[src/design/tkd_pkg.sv]
// Package: codes, layouts and types of the touch key command decoder
package tkd_pkg;

	// Command codes
	localparam logic [7:0] CMD_NSYNC    = 8'h17;
	localparam logic [7:0] CMD_GET      = 8'h67;
	localparam logic [7:0] CMD_PUT      = 8'h70;
	localparam logic [7:0] CMD_SC_KEY   = 8'h73;
	localparam logic [7:0] CMD_SC_ALL   = 8'h53;
	localparam logic [7:0] CMD_SC_ROW   = 8'h78;
	localparam logic [7:0] CMD_SC_COL   = 8'h79;
	localparam logic [7:0] CMD_SIG1     = 8'h30;
	localparam logic [7:0] CMD_DELTA1   = 8'h31;
	localparam logic [7:0] CMD_REF1     = 8'h32;
	localparam logic [7:0] CMD_INTEG1   = 8'h35;
	localparam logic [7:0] CMD_EESUM    = 8'h36;
	localparam logic [7:0] CMD_DSTAT    = 8'h37;
	localparam logic [7:0] CMD_SIGG     = 8'h20;
	localparam logic [7:0] CMD_DELTAG   = 8'h21;
	localparam logic [7:0] CMD_REFG     = 8'h22;
	localparam logic [7:0] CMD_INTEGG   = 8'h25;
	localparam logic [7:0] CMD_ERR1     = 8'h65;
	localparam logic [7:0] CMD_ERRG     = 8'h45;
	localparam logic [7:0] CMD_FIRST    = 8'h6B;
	localparam logic [7:0] CMD_TOUCHG   = 8'h4B;

	// Operand limits
	localparam logic [7:0] MAX_KEY      = 8'h0F;
	localparam logic [7:0] MAX_LINE     = 8'h03;
	localparam logic [7:0] NS_OFF       = 8'h00;
	localparam logic [7:0] NS_ON        = 8'h01;
	localparam logic       NS_RESET     = 1'b0;

	// Reply lengths in bytes and key counts of the scopes
	localparam logic [5:0] LEN_ONE      = 6'h01;
	localparam logic [5:0] LEN_WORD     = 6'h02;
	localparam logic [5:0] LEN_BITS16   = 6'h04;
	localparam logic [4:0] KEYS_ONE     = 5'h01;
	localparam logic [4:0] KEYS_LINE    = 5'h04;
	localparam logic [4:0] KEYS_ALL     = 5'h10;

	// APB map
	localparam logic [11:0] ADDR_CTRL   = 12'h000;
	localparam logic [11:0] ADDR_STATUS = 12'h004;
	localparam logic [11:0] ADDR_LAST   = 12'h008;
	localparam int CTRL_EN_BIT    = 0;
	localparam int CTRL_APPLY_BIT = 1;
	localparam int ST_PUT_BIT     = 0;
	localparam int ST_KIND_LSB    = 1;
	localparam int ST_IDX_LSB     = 4;
	localparam int ST_NSP_BIT     = 8;
	localparam int ST_NSA_BIT     = 9;
	localparam int ST_BUSY_BIT    = 10;
	localparam logic CTRL_EN_RESET = 1'b1;

	typedef enum logic [2:0] {
		SC_NONE = 3'h0,
		SC_KEY  = 3'h1,
		SC_ROW  = 3'h2,
		SC_COL  = 3'h3,
		SC_ALL  = 3'h4
	} tkd_scope_e;

	typedef enum logic [1:0] {
		ST_IDLE = 2'h0,
		ST_OPND = 2'h1,
		ST_SEND = 2'h2
	} tkd_state_e;

	typedef enum logic {
		RK_FIXED = 1'b0,
		RK_QUERY = 1'b1
	} tkd_rkind_e;

	// Live data from the sensing engine
	typedef struct packed {
		logic [15:0][15:0] sig;
		logic [15:0][15:0] ref_lvl;
		logic [15:0][7:0]  delta;
		logic [15:0][7:0]  integ;
		logic [15:0][3:0]  err;
		logic [15:0]       touch;
		logic [7:0]        first_key;
		logic [4:0]        dev_status;
		logic [7:0]        ee_sum;
	} tkd_sense_s;

endpackage

[src/design/tkd_decoder.sv]
// Touch key command decoder: byte command parser, replies, APB registers
//
// Added by the designer: the register offsets and the APB interface to the registers.
`timescale 1ns/1ns
module tkd_decoder
	import tkd_pkg::*;
(
	input  wire logic        pclk,
	input  wire logic        presetn,
	input  wire logic        psel,
	input  wire logic        penable,
	input  wire logic        pwrite,
	input  wire logic [11:0] paddr,
	input  wire logic [31:0] pwdata,
	output logic      [31:0] prdata,
	output logic             pready,
	output logic             pslverr,
	input  wire logic        rx_valid,
	input  wire logic [7:0]  rx_byte,
	output logic             rx_ready,
	output logic             tx_valid,
	output logic [7:0]       tx_byte,
	input  wire logic        tx_ready,
	input  wire logic        cfg_reload,
	input  wire tkd_sense_s  sense,
	output logic             noise_sync_en
);

	////////////////////////////////////////////////////////////////////////////
	typedef struct packed {
		tkd_state_e state;
		logic       put_mode;
		tkd_scope_e kind;
		logic [3:0] sidx;
		logic [7:0] cmd;
		tkd_rkind_e rkind;
		logic [7:0] fixed;
		logic [5:0] len;
		logic [5:0] pos;
		logic       ns_pend;
		logic       ns_act;
		logic       enable;
		logic [7:0] last_cmd;
		logic       rx_ready;
		logic       tx_valid;
		logic [7:0] tx_byte;
		logic [31:0] prdata;
		logic       pready;
		logic       pslverr;
	} tkd_regs_s;

	tkd_regs_s st_q;
	tkd_regs_s st_d;

	// Registers on the APB map
	typedef enum logic [1:0] {
		RS_NONE   = 2'h0,
		RS_CTRL   = 2'h1,
		RS_STATUS = 2'h2,
		RS_LAST   = 2'h3
	} tkd_rsel_e;

	////////////////////////////////////////////////////////////////////////////
	// Key number of the j-th member of the scope
	function automatic logic [3:0] key_of(tkd_scope_e k, logic [3:0] s, logic [3:0] j);
		logic [3:0] r;
		r = '0;
		case (k)
			SC_KEY:  r = s;
			SC_ROW:  r = {s[1:0], j[1:0]};
			SC_COL:  r = {j[1:0], s[1:0]};
			SC_ALL:  r = j;
			default: r = '0;
		endcase
		return r;
	endfunction

	// Undefined scope behaves as key 0 alone
	function automatic logic [4:0] nkeys(tkd_scope_e k);
		logic [4:0] n;
		n = KEYS_ONE;
		case (k)
			SC_ROW:  n = KEYS_LINE;
			SC_COL:  n = KEYS_LINE;
			SC_ALL:  n = KEYS_ALL;
			default: n = KEYS_ONE;
		endcase
		return n;
	endfunction

	// Reply length of a query; zero means not a query
	function automatic logic [5:0] qlen(logic [7:0] c, tkd_scope_e k);
		logic [5:0] n;
		n = {1'b0, nkeys(k)};
		case (c)
			CMD_SIG1, CMD_REF1:                    qlen = LEN_WORD;
			CMD_DELTA1, CMD_INTEG1, CMD_EESUM,
			CMD_DSTAT, CMD_ERR1, CMD_FIRST:        qlen = LEN_ONE;
			CMD_SIGG, CMD_REFG:                    qlen = 6'(n << 1);
			CMD_DELTAG, CMD_INTEGG:                qlen = n;
			CMD_ERRG, CMD_TOUCHG:
				qlen = (k == SC_ALL) ? LEN_BITS16 : LEN_ONE;
			default:                               qlen = '0;
		endcase
	endfunction

	// Four-bit group of flags, one bit per scoped key
	function automatic logic [7:0] bits_byte(tkd_scope_e k, logic [3:0] s, logic [5:0] p,
			logic [15:0] f);
		logic [7:0] b;
		logic [3:0] kk;
		b = '0;
		kk = '0;
		for (int j = 0; j < 4; j++) begin
			if (k == SC_ALL) begin
				kk = {p[1:0], 2'(j)};
				b[j] = f[kk];
			end else if (5'(j) < nkeys(k)) begin
				kk = key_of(k, s, 4'(j));
				b[j] = f[kk];
			end
		end
		return b;
	endfunction

	// Byte p of the reply to query c, words low byte first
	function automatic logic [7:0] qbyte(logic [7:0] c, tkd_scope_e k, logic [3:0] s,
			logic [5:0] p, tkd_sense_s d);
		logic [3:0]  k1;
		logic [3:0]  kg;
		logic [3:0]  kb;
		logic [15:0] eflag;
		k1 = key_of(k, s, '0);
		kg = key_of(k, s, p[4:1]);
		kb = key_of(k, s, p[3:0]);
		eflag = '0;
		// Error bit per key: any nonzero error code
		for (int i = 0; i < 16; i++) begin
			eflag[i] = |d.err[i];
		end
		case (c)
			CMD_SIG1:   qbyte = p[0] ? d.sig[k1][15:8] : d.sig[k1][7:0];
			CMD_REF1:   qbyte = p[0] ? d.ref_lvl[k1][15:8] : d.ref_lvl[k1][7:0];
			CMD_DELTA1: qbyte = d.delta[k1];
			CMD_INTEG1: qbyte = d.integ[k1];
			CMD_EESUM:  qbyte = d.ee_sum;
			CMD_DSTAT:  qbyte = {3'h0, d.dev_status};
			CMD_SIGG:   qbyte = p[0] ? d.sig[kg][15:8] : d.sig[kg][7:0];
			CMD_REFG:   qbyte = p[0] ? d.ref_lvl[kg][15:8] : d.ref_lvl[kg][7:0];
			CMD_DELTAG: qbyte = d.delta[kb];
			CMD_INTEGG: qbyte = d.integ[kb];
			CMD_ERR1:   qbyte = {4'h0, d.err[k1]};
			CMD_ERRG:   qbyte = bits_byte(k, s, p, eflag);
			CMD_FIRST:  qbyte = d.first_key;
			CMD_TOUCHG: qbyte = bits_byte(k, s, p, d.touch);
			default:    qbyte = '0;
		endcase
	endfunction

	// Register picked by an address; anything else is unmapped
	function automatic tkd_rsel_e reg_sel(logic [11:0] a);
		tkd_rsel_e r;
		r = RS_NONE;
		if (a == ADDR_CTRL) begin
			r = RS_CTRL;
		end else if (a == ADDR_STATUS) begin
			r = RS_STATUS;
		end else if (a == ADDR_LAST) begin
			r = RS_LAST;
		end
		return r;
	endfunction

	////////////////////////////////////////////////////////////////////////////
	logic        rx_take;
	logic        apb_done;
	logic [5:0]  rx_qlen;
	logic [31:0] status_word;
	tkd_rsel_e   rsel;
	logic        ctrl_wr;

	assign rx_take  = rx_valid && st_q.rx_ready;
	assign apb_done = psel && penable && st_q.pready;
	assign rx_qlen  = qlen(rx_byte, st_q.kind);
	assign rsel     = reg_sel(paddr);
	// Write lands at the edge that sees pready, never in setup
	assign ctrl_wr  = apb_done && pwrite && (rsel == RS_CTRL);

	// Busy tells software a reply is still draining
	always_comb begin
		status_word = '0;
		status_word[ST_PUT_BIT] = st_q.put_mode;
		status_word[ST_KIND_LSB +: 3] = st_q.kind;
		status_word[ST_IDX_LSB +: 4] = st_q.sidx;
		status_word[ST_NSP_BIT] = st_q.ns_pend;
		status_word[ST_NSA_BIT] = st_q.ns_act;
		status_word[ST_BUSY_BIT] = (st_q.state == ST_SEND);
	end

	always_comb begin
		st_d = st_q;

		// Command stream
		case (st_q.state)
			ST_IDLE: begin
				if (rx_take) begin
					st_d.last_cmd = rx_byte;
					st_d.cmd = rx_byte;
					st_d.rkind = RK_FIXED;
					st_d.fixed = rx_byte;
					st_d.len = LEN_ONE;
					st_d.pos = '0;
					if (rx_byte == CMD_GET) begin
						st_d.put_mode = 1'b0;
						st_d.state = ST_SEND;
					end else if (rx_byte == CMD_PUT) begin
						st_d.put_mode = 1'b1;
						st_d.state = ST_SEND;
					end else if (rx_byte == CMD_SC_ALL) begin
						st_d.kind = SC_ALL;
						st_d.sidx = '0;
						st_d.state = ST_SEND;
					end else if (rx_byte == CMD_NSYNC && !st_q.put_mode) begin
						st_d.fixed = {7'h00, st_q.ns_pend};
						st_d.state = ST_SEND;
					end else if (rx_byte == CMD_NSYNC || rx_byte == CMD_SC_KEY ||
							rx_byte == CMD_SC_ROW || rx_byte == CMD_SC_COL) begin
						st_d.state = ST_OPND;
					end else if (rx_qlen != '0) begin
						st_d.rkind = RK_QUERY;
						st_d.len = rx_qlen;
						st_d.state = ST_SEND;
					end
				end
			end
			ST_OPND: begin
				// A bad operand is dropped silently and no echo follows
				if (rx_take) begin
					st_d.state = ST_IDLE;
					if (st_q.cmd == CMD_NSYNC) begin
						if (rx_byte == NS_OFF || rx_byte == NS_ON) begin
							st_d.ns_pend = rx_byte[0];
							st_d.state = ST_SEND;
						end
					end else if (st_q.cmd == CMD_SC_KEY) begin
						if (rx_byte <= MAX_KEY) begin
							st_d.kind = SC_KEY;
							st_d.sidx = rx_byte[3:0];
							st_d.state = ST_SEND;
						end
					end else if (rx_byte <= MAX_LINE) begin
						st_d.kind = (st_q.cmd == CMD_SC_ROW) ? SC_ROW : SC_COL;
						st_d.sidx = {2'h0, rx_byte[1:0]};
						st_d.state = ST_SEND;
					end
				end
			end
			ST_SEND: begin
				// Parser stays deaf until the last reply byte leaves
				if (st_q.tx_valid && tx_ready) begin
					st_d.tx_valid = 1'b0;
					st_d.pos = st_q.pos + 6'h01;
					if (st_q.pos + 6'h01 == st_q.len) begin
						st_d.state = ST_IDLE;
					end
				end else if (!st_q.tx_valid) begin
					st_d.tx_valid = 1'b1;
					st_d.tx_byte = (st_q.rkind == RK_QUERY) ?
						qbyte(st_q.cmd, st_q.kind, st_q.sidx, st_q.pos, sense) : st_q.fixed;
				end
			end
			default: st_d.state = ST_IDLE;
		endcase
		// Ready drops with the byte that starts a reply, so nothing slips in
		st_d.rx_ready = st_q.enable && (st_d.state != ST_SEND);

		// Stored value goes live on a reset command or on a CTRL write with the apply bit
		if (cfg_reload) begin
			st_d.ns_act = st_q.ns_pend;
		end

		// APB slave with one wait state
		st_d.pready = 1'b0;
		st_d.pslverr = 1'b0;
		if (psel && penable && !st_q.pready) begin
			st_d.pready = 1'b1;
			st_d.prdata = '0;
			// Unmapped reads return zero with the error flag
			if (rsel == RS_CTRL) begin
				st_d.prdata[CTRL_EN_BIT] = st_q.enable;
			end else if (rsel == RS_STATUS) begin
				st_d.prdata = status_word;
			end else if (rsel == RS_LAST) begin
				st_d.prdata = {24'h000000, st_q.last_cmd};
			end else begin
				st_d.pslverr = 1'b1;
			end
		end
		if (ctrl_wr) begin
			st_d.enable = pwdata[CTRL_EN_BIT];
			st_d.rx_ready = pwdata[CTRL_EN_BIT] && (st_d.state != ST_SEND);
			// Copies the pending value including an operand taken this cycle; the reset command copies the registered one
			if (pwdata[CTRL_APPLY_BIT]) begin
				st_d.ns_act = st_d.ns_pend;
			end
		end
	end

	// Reset image: Get mode, no scope, noise sync off, port enabled
	always_ff @(posedge pclk or negedge presetn) begin
		if (!presetn) begin
			st_q <= '{
				state:    ST_IDLE,
				put_mode: 1'b0,
				kind:     SC_NONE,
				sidx:     4'h0,
				cmd:      8'h00,
				rkind:    RK_FIXED,
				fixed:    8'h00,
				len:      6'h00,
				pos:      6'h00,
				ns_pend:  NS_RESET,
				ns_act:   NS_RESET,
				enable:   CTRL_EN_RESET,
				last_cmd: 8'h00,
				rx_ready: 1'b0,
				tx_valid: 1'b0,
				tx_byte:  8'h00,
				prdata:   32'h00000000,
				pready:   1'b0,
				pslverr:  1'b0
			};
		end else begin
			st_q <= st_d;
		end
	end

	////////////////////////////////////////////////////////////////////////////
	// Every output comes straight from a state register
	assign prdata        = st_q.prdata;
	assign pready        = st_q.pready;
	assign pslverr       = st_q.pslverr;
	assign rx_ready      = st_q.rx_ready;
	assign tx_valid      = st_q.tx_valid;
	assign tx_byte       = st_q.tx_byte;
	assign noise_sync_en = st_q.ns_act;

endmodule // tkd_decoder

[config.mk]
export PLATFORM = sky130hd
export DESIGN_NAME = tkd_decoder
export DESIGN_NICKNAME = d
export VERILOG_FILES = /design/src/design/tkd_pkg.sv /design/src/design/tkd_decoder.sv
export SDC_FILE = /design/constraint.sdc
export NUM_CORES = 1
export LEC_CHECK = 0
export ABC_AREA = 1
export BUFFER_PORTS_ARGS = -buffer_cell sky130_fd_sc_hd__buf_2
export CAP_MARGIN = 30
export CORE_AREA = 5 5 373 375
export CTS_CLUSTER_SIZE = 25
export DETAILED_ROUTE_END_ITERATION = 6
export DIE_AREA = 0 0 378 380
export PLACE_DENSITY_LB_ADDON = 0.08
export SYNTH_ARGS = -nofsm -noshare
export SYNTH_HDL_FRONTEND = slang
export SYNTH_SLANG_ARGS = --single-unit
[constraint.sdc]
create_clock -name pclk -period 6.2 [get_ports pclk]
set_input_delay 1.24 -clock pclk [delete_from_list [all_inputs] [get_ports pclk]]
set_output_delay 1.24 -clock pclk [all_outputs]
set_load 0.02 [all_outputs]
# After elaboration in Yosys (flattened, before gate mapping)
# Cells that the tools add are included.
# Widths: inputs -> output; s select.
[word_totals]
register_bits = 86
latchBits = 0
mem_bits_rw = 0
romBits = 0
inputBits = 929
out_inout_bits = 45
word_cells = 364
n_memories = 0
[classes]
add_sub_neg = 1
multipliers = 0
n_div = 0
order_cmp = 25
eq_ne = 61
n_shift = 0
n_mux = 207
bitwise = 2
reduce_logical = 50
[ops]
columns = ["cell", "count"]
rows = [
  ["$bmux 16 s4", 4],
  ["$mux 4", 58],
  ["$eq 8x6->1 const B", 20],
  ["$bmux 8 s4", 4],
  ["$eq 8x7->1 const B", 16],
  ["$pmux 8 s14", 1],
  ["$mux 8", 11],
  ["$lt 4x5->1 const B", 15],
  ["$mux 16", 4],
  ["$reduce_or 4->1", 16],
  ["$mux 7", 8],
  ["$mux 1", 49],
  ["$pmux 4 s3", 4],
  ["$mux 15", 3],
  ["$mux 5", 9],
  ["$mux 39", 1],
  ["$mux 2", 18],
  ["$bmux 1 s4", 8],
  ["$mux 32", 1],
  ["$pmux 4 s4", 2],
  ["$mux 31", 1],
  ["$pmux 6 s5", 1],
  ["$mux 6", 4],
  ["$lt 1x5->1 const A", 4],
  ["other kinds (38)", 84],
]

# Longest topological paths before layout
# Gate-level depths: netlist of the first run.
[depth]
ltp_word = 21
depth_mapped = 22

# Worst setup path after synthesis of the first run
# OpenSTA, ideal clock, no wires.
[synth_timing]
path_type = "input port to flip-flop"
start = "input port paddr[5]"
end = "register st_q, in the netlist rx_ready"
t_arrival_ps = 2485
required_time_ps = 6076
path_slack_ps = 3591
stages = 6
cell_sequence = "nor4_1 > nand2_1 > nor4_1 > nand4_1 > mux2i_1 > nor2_1"
[synth_lines]
columns = ["item", "line_no", "source"]
rows = [
  ["start: declaration", "tkd_decoder.sv:13", "input wire logic [11:0] paddr,"],
  ["end signal: assignment", "tkd_decoder.sv:312", "st_q <= '{"],
  ["end signal: assignment", "tkd_decoder.sv:334", "st_q <= st_d;"],
  ["end: declaration", "tkd_decoder.sv:52", "tkd_regs_s st_q;"],
]

# Final worst setup path of the first run
[layout_timing]
start = "register st_q[90] in the netlist's numbering"
end = "register st_q, in the netlist tx_byte[6]"
[layout_via]
elab_chain_cells = 10
[layout_rtl]
columns = ["item", "line_no", "source"]
rows = [
  ["$eq 3x3->1, or another cell as far along", "tkd_decoder.sv:68", "case (k)"],
  ["$pmux 4 s4 / $pmux 4 s3 (equally long branches)", "tkd_decoder.sv:68", ""],
  ["$mux 4", "tkd_decoder.sv:266", "end else if (!st_q.tx_valid) begin"],
  ["$mux 4", "tkd_decoder.sv:260", "if (st_q.tx_valid && tx_ready) begin"],
  ["$mux 4", "tkd_decoder.sv:204", "case (st_q.state)"],
  ["$bmux 16 s4 (on tied branches)", "--", ""],
  ["$mux 16 (on tied branches)", "--", ""],
  ["$mux 8 (on tied branches)", "--", ""],
  ["$pmux 8 s14 (*)", "tkd_decoder.sv:141", "case (c)"],
  ["$mux 8 (*)", "tkd_decoder.sv:268", "st_d.tx_byte = (st_q.rkind == RK_QUERY) ?"],
]
# Every way passes the cells marked *; elsewhere a longest branch is shown, timed or not. The select of a mux whose other input is x is not followed.
# A chain may end at the register's enable or synchronous reset.

==> metrics.txt, run 1 <==
vias in the first global route 34036; fmax 220 MHz; top post-synthesis cells by area nand3_1 (38%), nand2_1 (28%), dfrtp_1 (7.2%); CTS tree done; most frequent cells after synthesis nand3_1 (1672), nand2_1 (1662), inv_1 (262); setup tns final 0 ns; design area 0.0286 mm2; MaxCap Viol Count 0; Placement Cell Area 0.0281 mm2; Crit path top cell by count nand2_1; Top FF cell, synth dfrtp_1; crit path max fanout 73; drt pass-1 iters 6; gp weighted congestion 0.880; CTS Buffer Depth 2; register area share after synthesis 7.33%; wire length per cell 26.4 um; Peak VDD IR 0.000122 V; post-synth top area cell nand3_1; worst hold path class reg -> reg; WL final 187000 um; initial antenna violation count 121; RSZ-0062 raised after global routing false; Num CTS Buffers 9; Pwr Total 1710 uW; crit-path cells inv_2 -> nand3_2 -> nand2_1 -> nand2_8 -> nand2_8 -> buf_4 -> nand2_1 -> nand3_1 -> nand3_1 -> nand3_1 -> nand2_1 -> nand2_1 -> nand2_1 -> nor2_1 -> nand4_1 -> nand2_1 -> a21oi_1; Initial Util 16.5%; clock skew 0.0107 ns; die footprint 0.144 mm2; Synth top area share 37.7%; minimum clock period 4.54 ns; status complete, no violations; fin util 21.2%; Slew @ Worst Pin 1.03 ns; vias 35374; Post-DP HPWL 140000 um; Post-synth EDFFs 0; Async SR Flop Fraction 100%; placed cell count 6961; Critical Path Slowest Stage Cell buf_4; Rows 135; I/O pins 974; chip width 378 um; clock sinks 65; endpoint type of the worst setup path flip-flop; CTS resizes 0; Syn Area/Cell 4.87 um2; Ys Warns 0; Post-Syn Instances 4559; pins over their slew limit 0; DRC Markers 0; core area 0.135 mm2; total gr overflow 0; Crit Path Class reg -> reg; die height 380 um; CP top delay family simple AND/OR/NAND/NOR gates; buffers added on ports 922; crit path launch type flip-flop; Post-CTS Repair Setup Buffers 0; max_slew headroom 31.4%; area grow syn2layout 28.7%; initial drt markers 3210; clock-pin transition on the worst setup and hold timing paths 0.06 ns; Yosys reg bits 65; clock latency on the worst-skew pair 0.35 ns; Lkg Pwr 0.0142 uW; largest net degree at the start of global routing 196; Critical Path AT 4.77 ns; mapped cell area 0.0222 mm2; GRT Total Usage 24.3%; Worst EP required 6.42 ns; filler instances 16169; count of cell types in the netlist 45; DRT antenna net count 0; final setup violation count 0; Final #Nets 6121; WP buf/inv 2; final std cells w/o fill 7061; H-Tree Depth 3; final worst path period share 73.3%; drt via density 5.01; layout cell share with drive strength beyond 1 20.8%; count leader, synth nand3_1; Hold Violations, Final 0; hold buffer count at CTS 0; CP max stage delay 0.71 ns; clk root buf clkbuf_16; first-pass GRT wire length 258000 um; Pwr per Cell Area 60.0 mW/mm2
==> logic make-up (layout without fill, tap and decap cells) <==
| kind of cell | count (synthesis) | in the layout | synth area share, % |
|---|---|---|---|
| and+or+nand+nor | 3496 | 3496 | 69.2 |
| buffers and inverters | 694 | 1310 | 14.7 |
| AOI/OAI and AO/OA | 293 | 293 | 8.37 |
| DFF | 65 | 65 | 7.33 |
| xor gates and xnor gates | 8 | 8 | 0.316 |
| adders and majority gates | 1 | 1 | 0.0563 |
| other | 1 | 106 | 0.0169 |
| muxes | 1 | 1 | 0.0451 |
==> where the power goes <==
group	switching (uW)	total [uW]	internal, uW
combinational	441	804	363
sequential	1.30	427	426
clock	206	483	277
==> final timing paths <==
kind	from	end	slack [ns]	cells past startpoint
min	pready$_DFF_PN0_	pready$_DFF_PN0_	0.47	1
max	st_q[90]$_DFFE_PN0P_	tx_byte[6]$_DFFE_PN0P_	1.66	17
max reg2reg	st_q[90]$_DFFE_PN0P_	tx_byte[6]$_DFFE_PN0P_	1.66	17
max in group asynchronous	presetn	st_q[55]$_DFFE_PN0P_	4.24	2
min reg2reg	pready$_DFF_PN0_	pready$_DFF_PN0_	0.47	1
min in group asynchronous	presetn	noise_sync_en$_DFF_PN0_	0.79	1
==> per-layer routing <==
| layer | vias to the layer above | GRT usage (%) | part of all wire [%] |
|---|---|---|---|
| li1 | 16581 | - | - |
| met1 | 17052 | 30.5 | 42 |
| met2 | 1429 | 42.5 | 49 |
| met3 | 258 | 4.09 | 6.4 |
| met4 | 54 | 7.38 | 2.7 |
| met5 | - | 0 | 0.19 |
==> layout by cell type, fill, tap and decap left out, drive strengths merged, types with 2 or more instances in the layout <==
cell / count
buf: 1022
conb: 21
nand3b: 5
o22ai: 10
and2: 2
o221ai: 4
nand2: 1669
nand4: 14
inv: 270
xnor2: 3
nor3: 12
a21boi: 5
nand3: 1674
o211ai: 108
nor4: 8
and3: 2
o21ai: 100
a22o: 11
xor2: 5
a31oi: 4
diode: 85
dfrtp: 64
or2: 4
clkbuf: 11
nor2: 105
a21oi: 39
o31ai: 8
clkinv: 7
==> through the flow <==
stage | hold WS, ns | setup WS (ns)
final | 0.470 | 1.66
after floorplan | 0.449 | 3.59
after CTS | 0.474 | 1.64
after global placement | 0.467 | 1.66
after global routing | 0.506 | 1.23
after detailed placement | 0.466 | 1.66
==> worst register-to-register path, cell delays in order, from the launching register on <==
cell and delay, ns:
dfrtp_1 0.46, inv_2 0.14, nand3_2 0.17, nand2_1 0.26
nand2_8 0.31, nand2_8 0.52, buf_4 0.73, nand2_1 0.19
nand3_1 0.12, nand3_1 0.09, nand3_1 0.14, nand2_1 0.06
nand2_1 0.05, nand2_1 0.05, nor2_1 0.35, nand4_1 0.45
nand2_1 0.24, a21oi_1 0.09
==> state kept, by name, summed over array words and instances, names as in the netlist <==
| name | cells |
|---|---|
| noise_sync_en | 1 |
| tx_valid | 1 |
| pslverr | 1 |
| pready | 1 |
| rx_ready | 1 |
| tx_byte | 8 |
| prdata | 11 |
| st_q | 41 |
==> area by class of cell <==
| cell class | instances | area, um2 | area share, % |
|---|---|---|---|
| clock inverters | 4 | 20.0 | 0.0700 |
| repair buffers | 1022 | 5650 | 19.8 |
| clock buffers | 11 | 243 | 0.849 |
| inverters | 273 | 1040 | 3.64 |
| diodes | 85 | 213 | 0.744 |
| flip-flops and latches | 65 | 1640 | 5.72 |
| multi-input cells | 3820 | 17600 | 61.4 |
| well taps | 1781 | 2230 | 7.80 |
No activity file was read; power rests on OpenSTA's default activity.
==> run 2, diff against run 1 <==
- CORE_AREA: 5 5 373 375 -> 5 5 376 378
- DIE_AREA: 0 0 378 380 -> 0 0 381 383
- clock period: 6.2 -> 4.53 ns (I/O delays scaled with it)
==> run 2 against run 1 <==
Hold slack better by 0.0067 ns. Sequential power is 37% higher. Clock power is 74% higher. Fmax is 20% higher. Final area is 1.7% higher. Core utilization hardly changed. First-iteration DRC count is 2.7% lower. Non-clock buffer count is 26 higher. Sequential cell count stayed put. Via count hardly changed. Largest cell class unchanged.
==> metrics.txt, run 2 (synthesis results as in run 1) <==
initial drt markers 3124; wire length per cell 26.3 um; clk root buf clkbuf_16; Critical Path AT 4.04 ns; drt via density 4.97; Sw Ratio 36.2%; DRC Markers 0; Num CTS Buffers 9; design area 0.0291 mm2; Placement Cell Area 0.0285 mm2; Hold Violations, Final 0; MaxCap Viol Count 0; most frequent cells in the layout nand3_1 (1671), nand2_1 (1657), buf_2 (922); dpl ws 0.691 ns; Routed met3 length 10400 um; pins over their slew limit 0; Critical Path Slowest Stage Cell buf_4; worst hold path class reg -> reg; crit path launch type flip-flop; crit path max fanout 68; hold buffer count at CTS 0; clock skew 0.0173 ns; Pwr Total 2540 uW; Top reg by flops st_q; chip width 381 um; first-pass GRT wire length 259000 um; largest net degree at the start of global routing 190; DRT antenna net count 0; die footprint 0.146 mm2; Lkg Pwr 0.0144 uW; area grow syn2layout 30.9%; drt pass-1 iters 5; filler instances 16468; initial antenna violation count 148; gp weighted congestion 0.871; Pwr per Cell Area 87.4 mW/mm2; Seq pwr share 23.0%; core area 0.137 mm2; Initial Util 16.2%; combinational power share 43.9%; uppermost layer routed met5; endpoint type of the worst setup path flip-flop; Final #Nets 6147; Post-CTS Repair Setup Buffers 0; total gr overflow 0; DRT met1 WL 80400 um; Slew @ Worst Pin 0.936 ns; sw power 919 uW; Power Internal 1620 uW; Clk pwr share 33.1%; commonest non-fill, non-tap cell in the layout nand3_1; Crit path top cell by count nand3_1; CTS resizes 0; Peak VDD IR 0.000147 V; Worst EP required 4.80 ns; H-Tree Depth 3; clock latency on the worst-skew pair 0.35 ns; fmax 265 MHz; WL final 187000 um; minimum clock period 3.77 ns; crit-path cells inv_2 -> nand3_2 -> nand2_2 -> nand2_8 -> buf_4 -> nand3_1 -> nand3_1 -> nand3_1 -> nand3_1 -> nand2_1 -> nand2_1 -> nand3_1 -> nand4_1 -> nand2_1 -> a21oi_1; status complete, no violations; final setup violation count 0; max reg flops 41; Post-DP HPWL 142000 um; clock sinks 65; die height 383 um; buffers added on ports 922; CP max stage delay 0.74 ns; vias 35376; RSZ-0062 raised after global routing false; layout cell share with drive strength beyond 1 21.2%; clock-pin transition on the worst setup and hold timing paths 0.06 ns; met2 wire len 91100 um; I/O pins 974; CTS tree done; setup tns final 0 ns; min setup slack post-route 0.759 ns; Rows 136; CTS Buffer Depth 2; max_slew headroom 37.6%; vias in the first global route 34143; GRT Total Usage 24.1%; Crit Path Class reg -> reg; final worst path period share 83.3%
==> run 2: cell count changes in the layout (fill, tap and decap cells not counted), sizes merged <==
cell	delta
inv	+1
clkinvlp	+2
clkbuf	-1
diode	+14
bufinv	+3
buf	+26
clkinv	-4
==> run 2: path summary, 6_finish.rpt <==
check	end	slack, ns	cells after the start	start
worst max-delay path	tx_byte[4]$_DFFE_PN0P_	0.76	15	st_q[88]$_DFFE_PN0P_
worst min-delay path	pready$_DFF_PN0_	0.48	1	pready$_DFF_PN0_
worst max register to register	tx_byte[4]$_DFFE_PN0P_	0.76	15	st_q[88]$_DFFE_PN0P_
worst min register to register	pready$_DFF_PN0_	0.48	1	pready$_DFF_PN0_
max in group asynchronous	tx_byte[5]$_DFFE_PN0P_	2.97	2	presetn
min in group asynchronous	noise_sync_en$_DFF_PN0_	0.65	1	presetn
==> run 2: per-stage QoR <==
stage | hold slack (ns) | std cells | util [%]
final | 0.476 | 7115 | 21.2
after global routing | 0.514 | 7084 | 21.1
after CTS | 0.482 | 7016 | 21.0
after detailed placement | 0.470 | 7000 | 20.8
after global placement | 0.464 | 6996 | 20.7
after floorplan | 0.449 | 4579 | -
==> run 2: power by group through the flow <==
stage	Sequential [uW]	Combinational, uW	Clock, uW
2_1_floorplan	597	442	0
3_3_place_gp	595	1100	0
3_5_place_dp	595	1100	0
4_1_cts	584	1110	862
5_1_grt	584	1240	881
6_report	584	1110	842
==> run 2: cell type report <==
type                    count  area (um2)  area share [%]
flip-flops and latches     65        1640            5.63
well taps                1794        2240            7.72
clock inverters             6         114           0.392
inverters                 273        1040            3.58
diodes                     99         248           0.852
repair buffers           1048        6010            20.7
clock buffers              10         229           0.788
multi-input cells        3820       17500            60.4
==> run 2: critical path: cells and delay by family, from the launching register on <==
kind | cells | cell delay, ns
AND/OR/NAND/NOR | 12 | 2.01
buffers and inverters | 2 | 0.86
flip-flops | 1 | 0.56
AO/OA/AOI/OAI | 1 | 0.15
==> run 2: layer usage <==
layer  track usage, %  up-vias
li1                 -    16643
met1             31.3    16975
met2             41.7     1451
met3             2.92      259
met4             7.45       48
met5                0        -
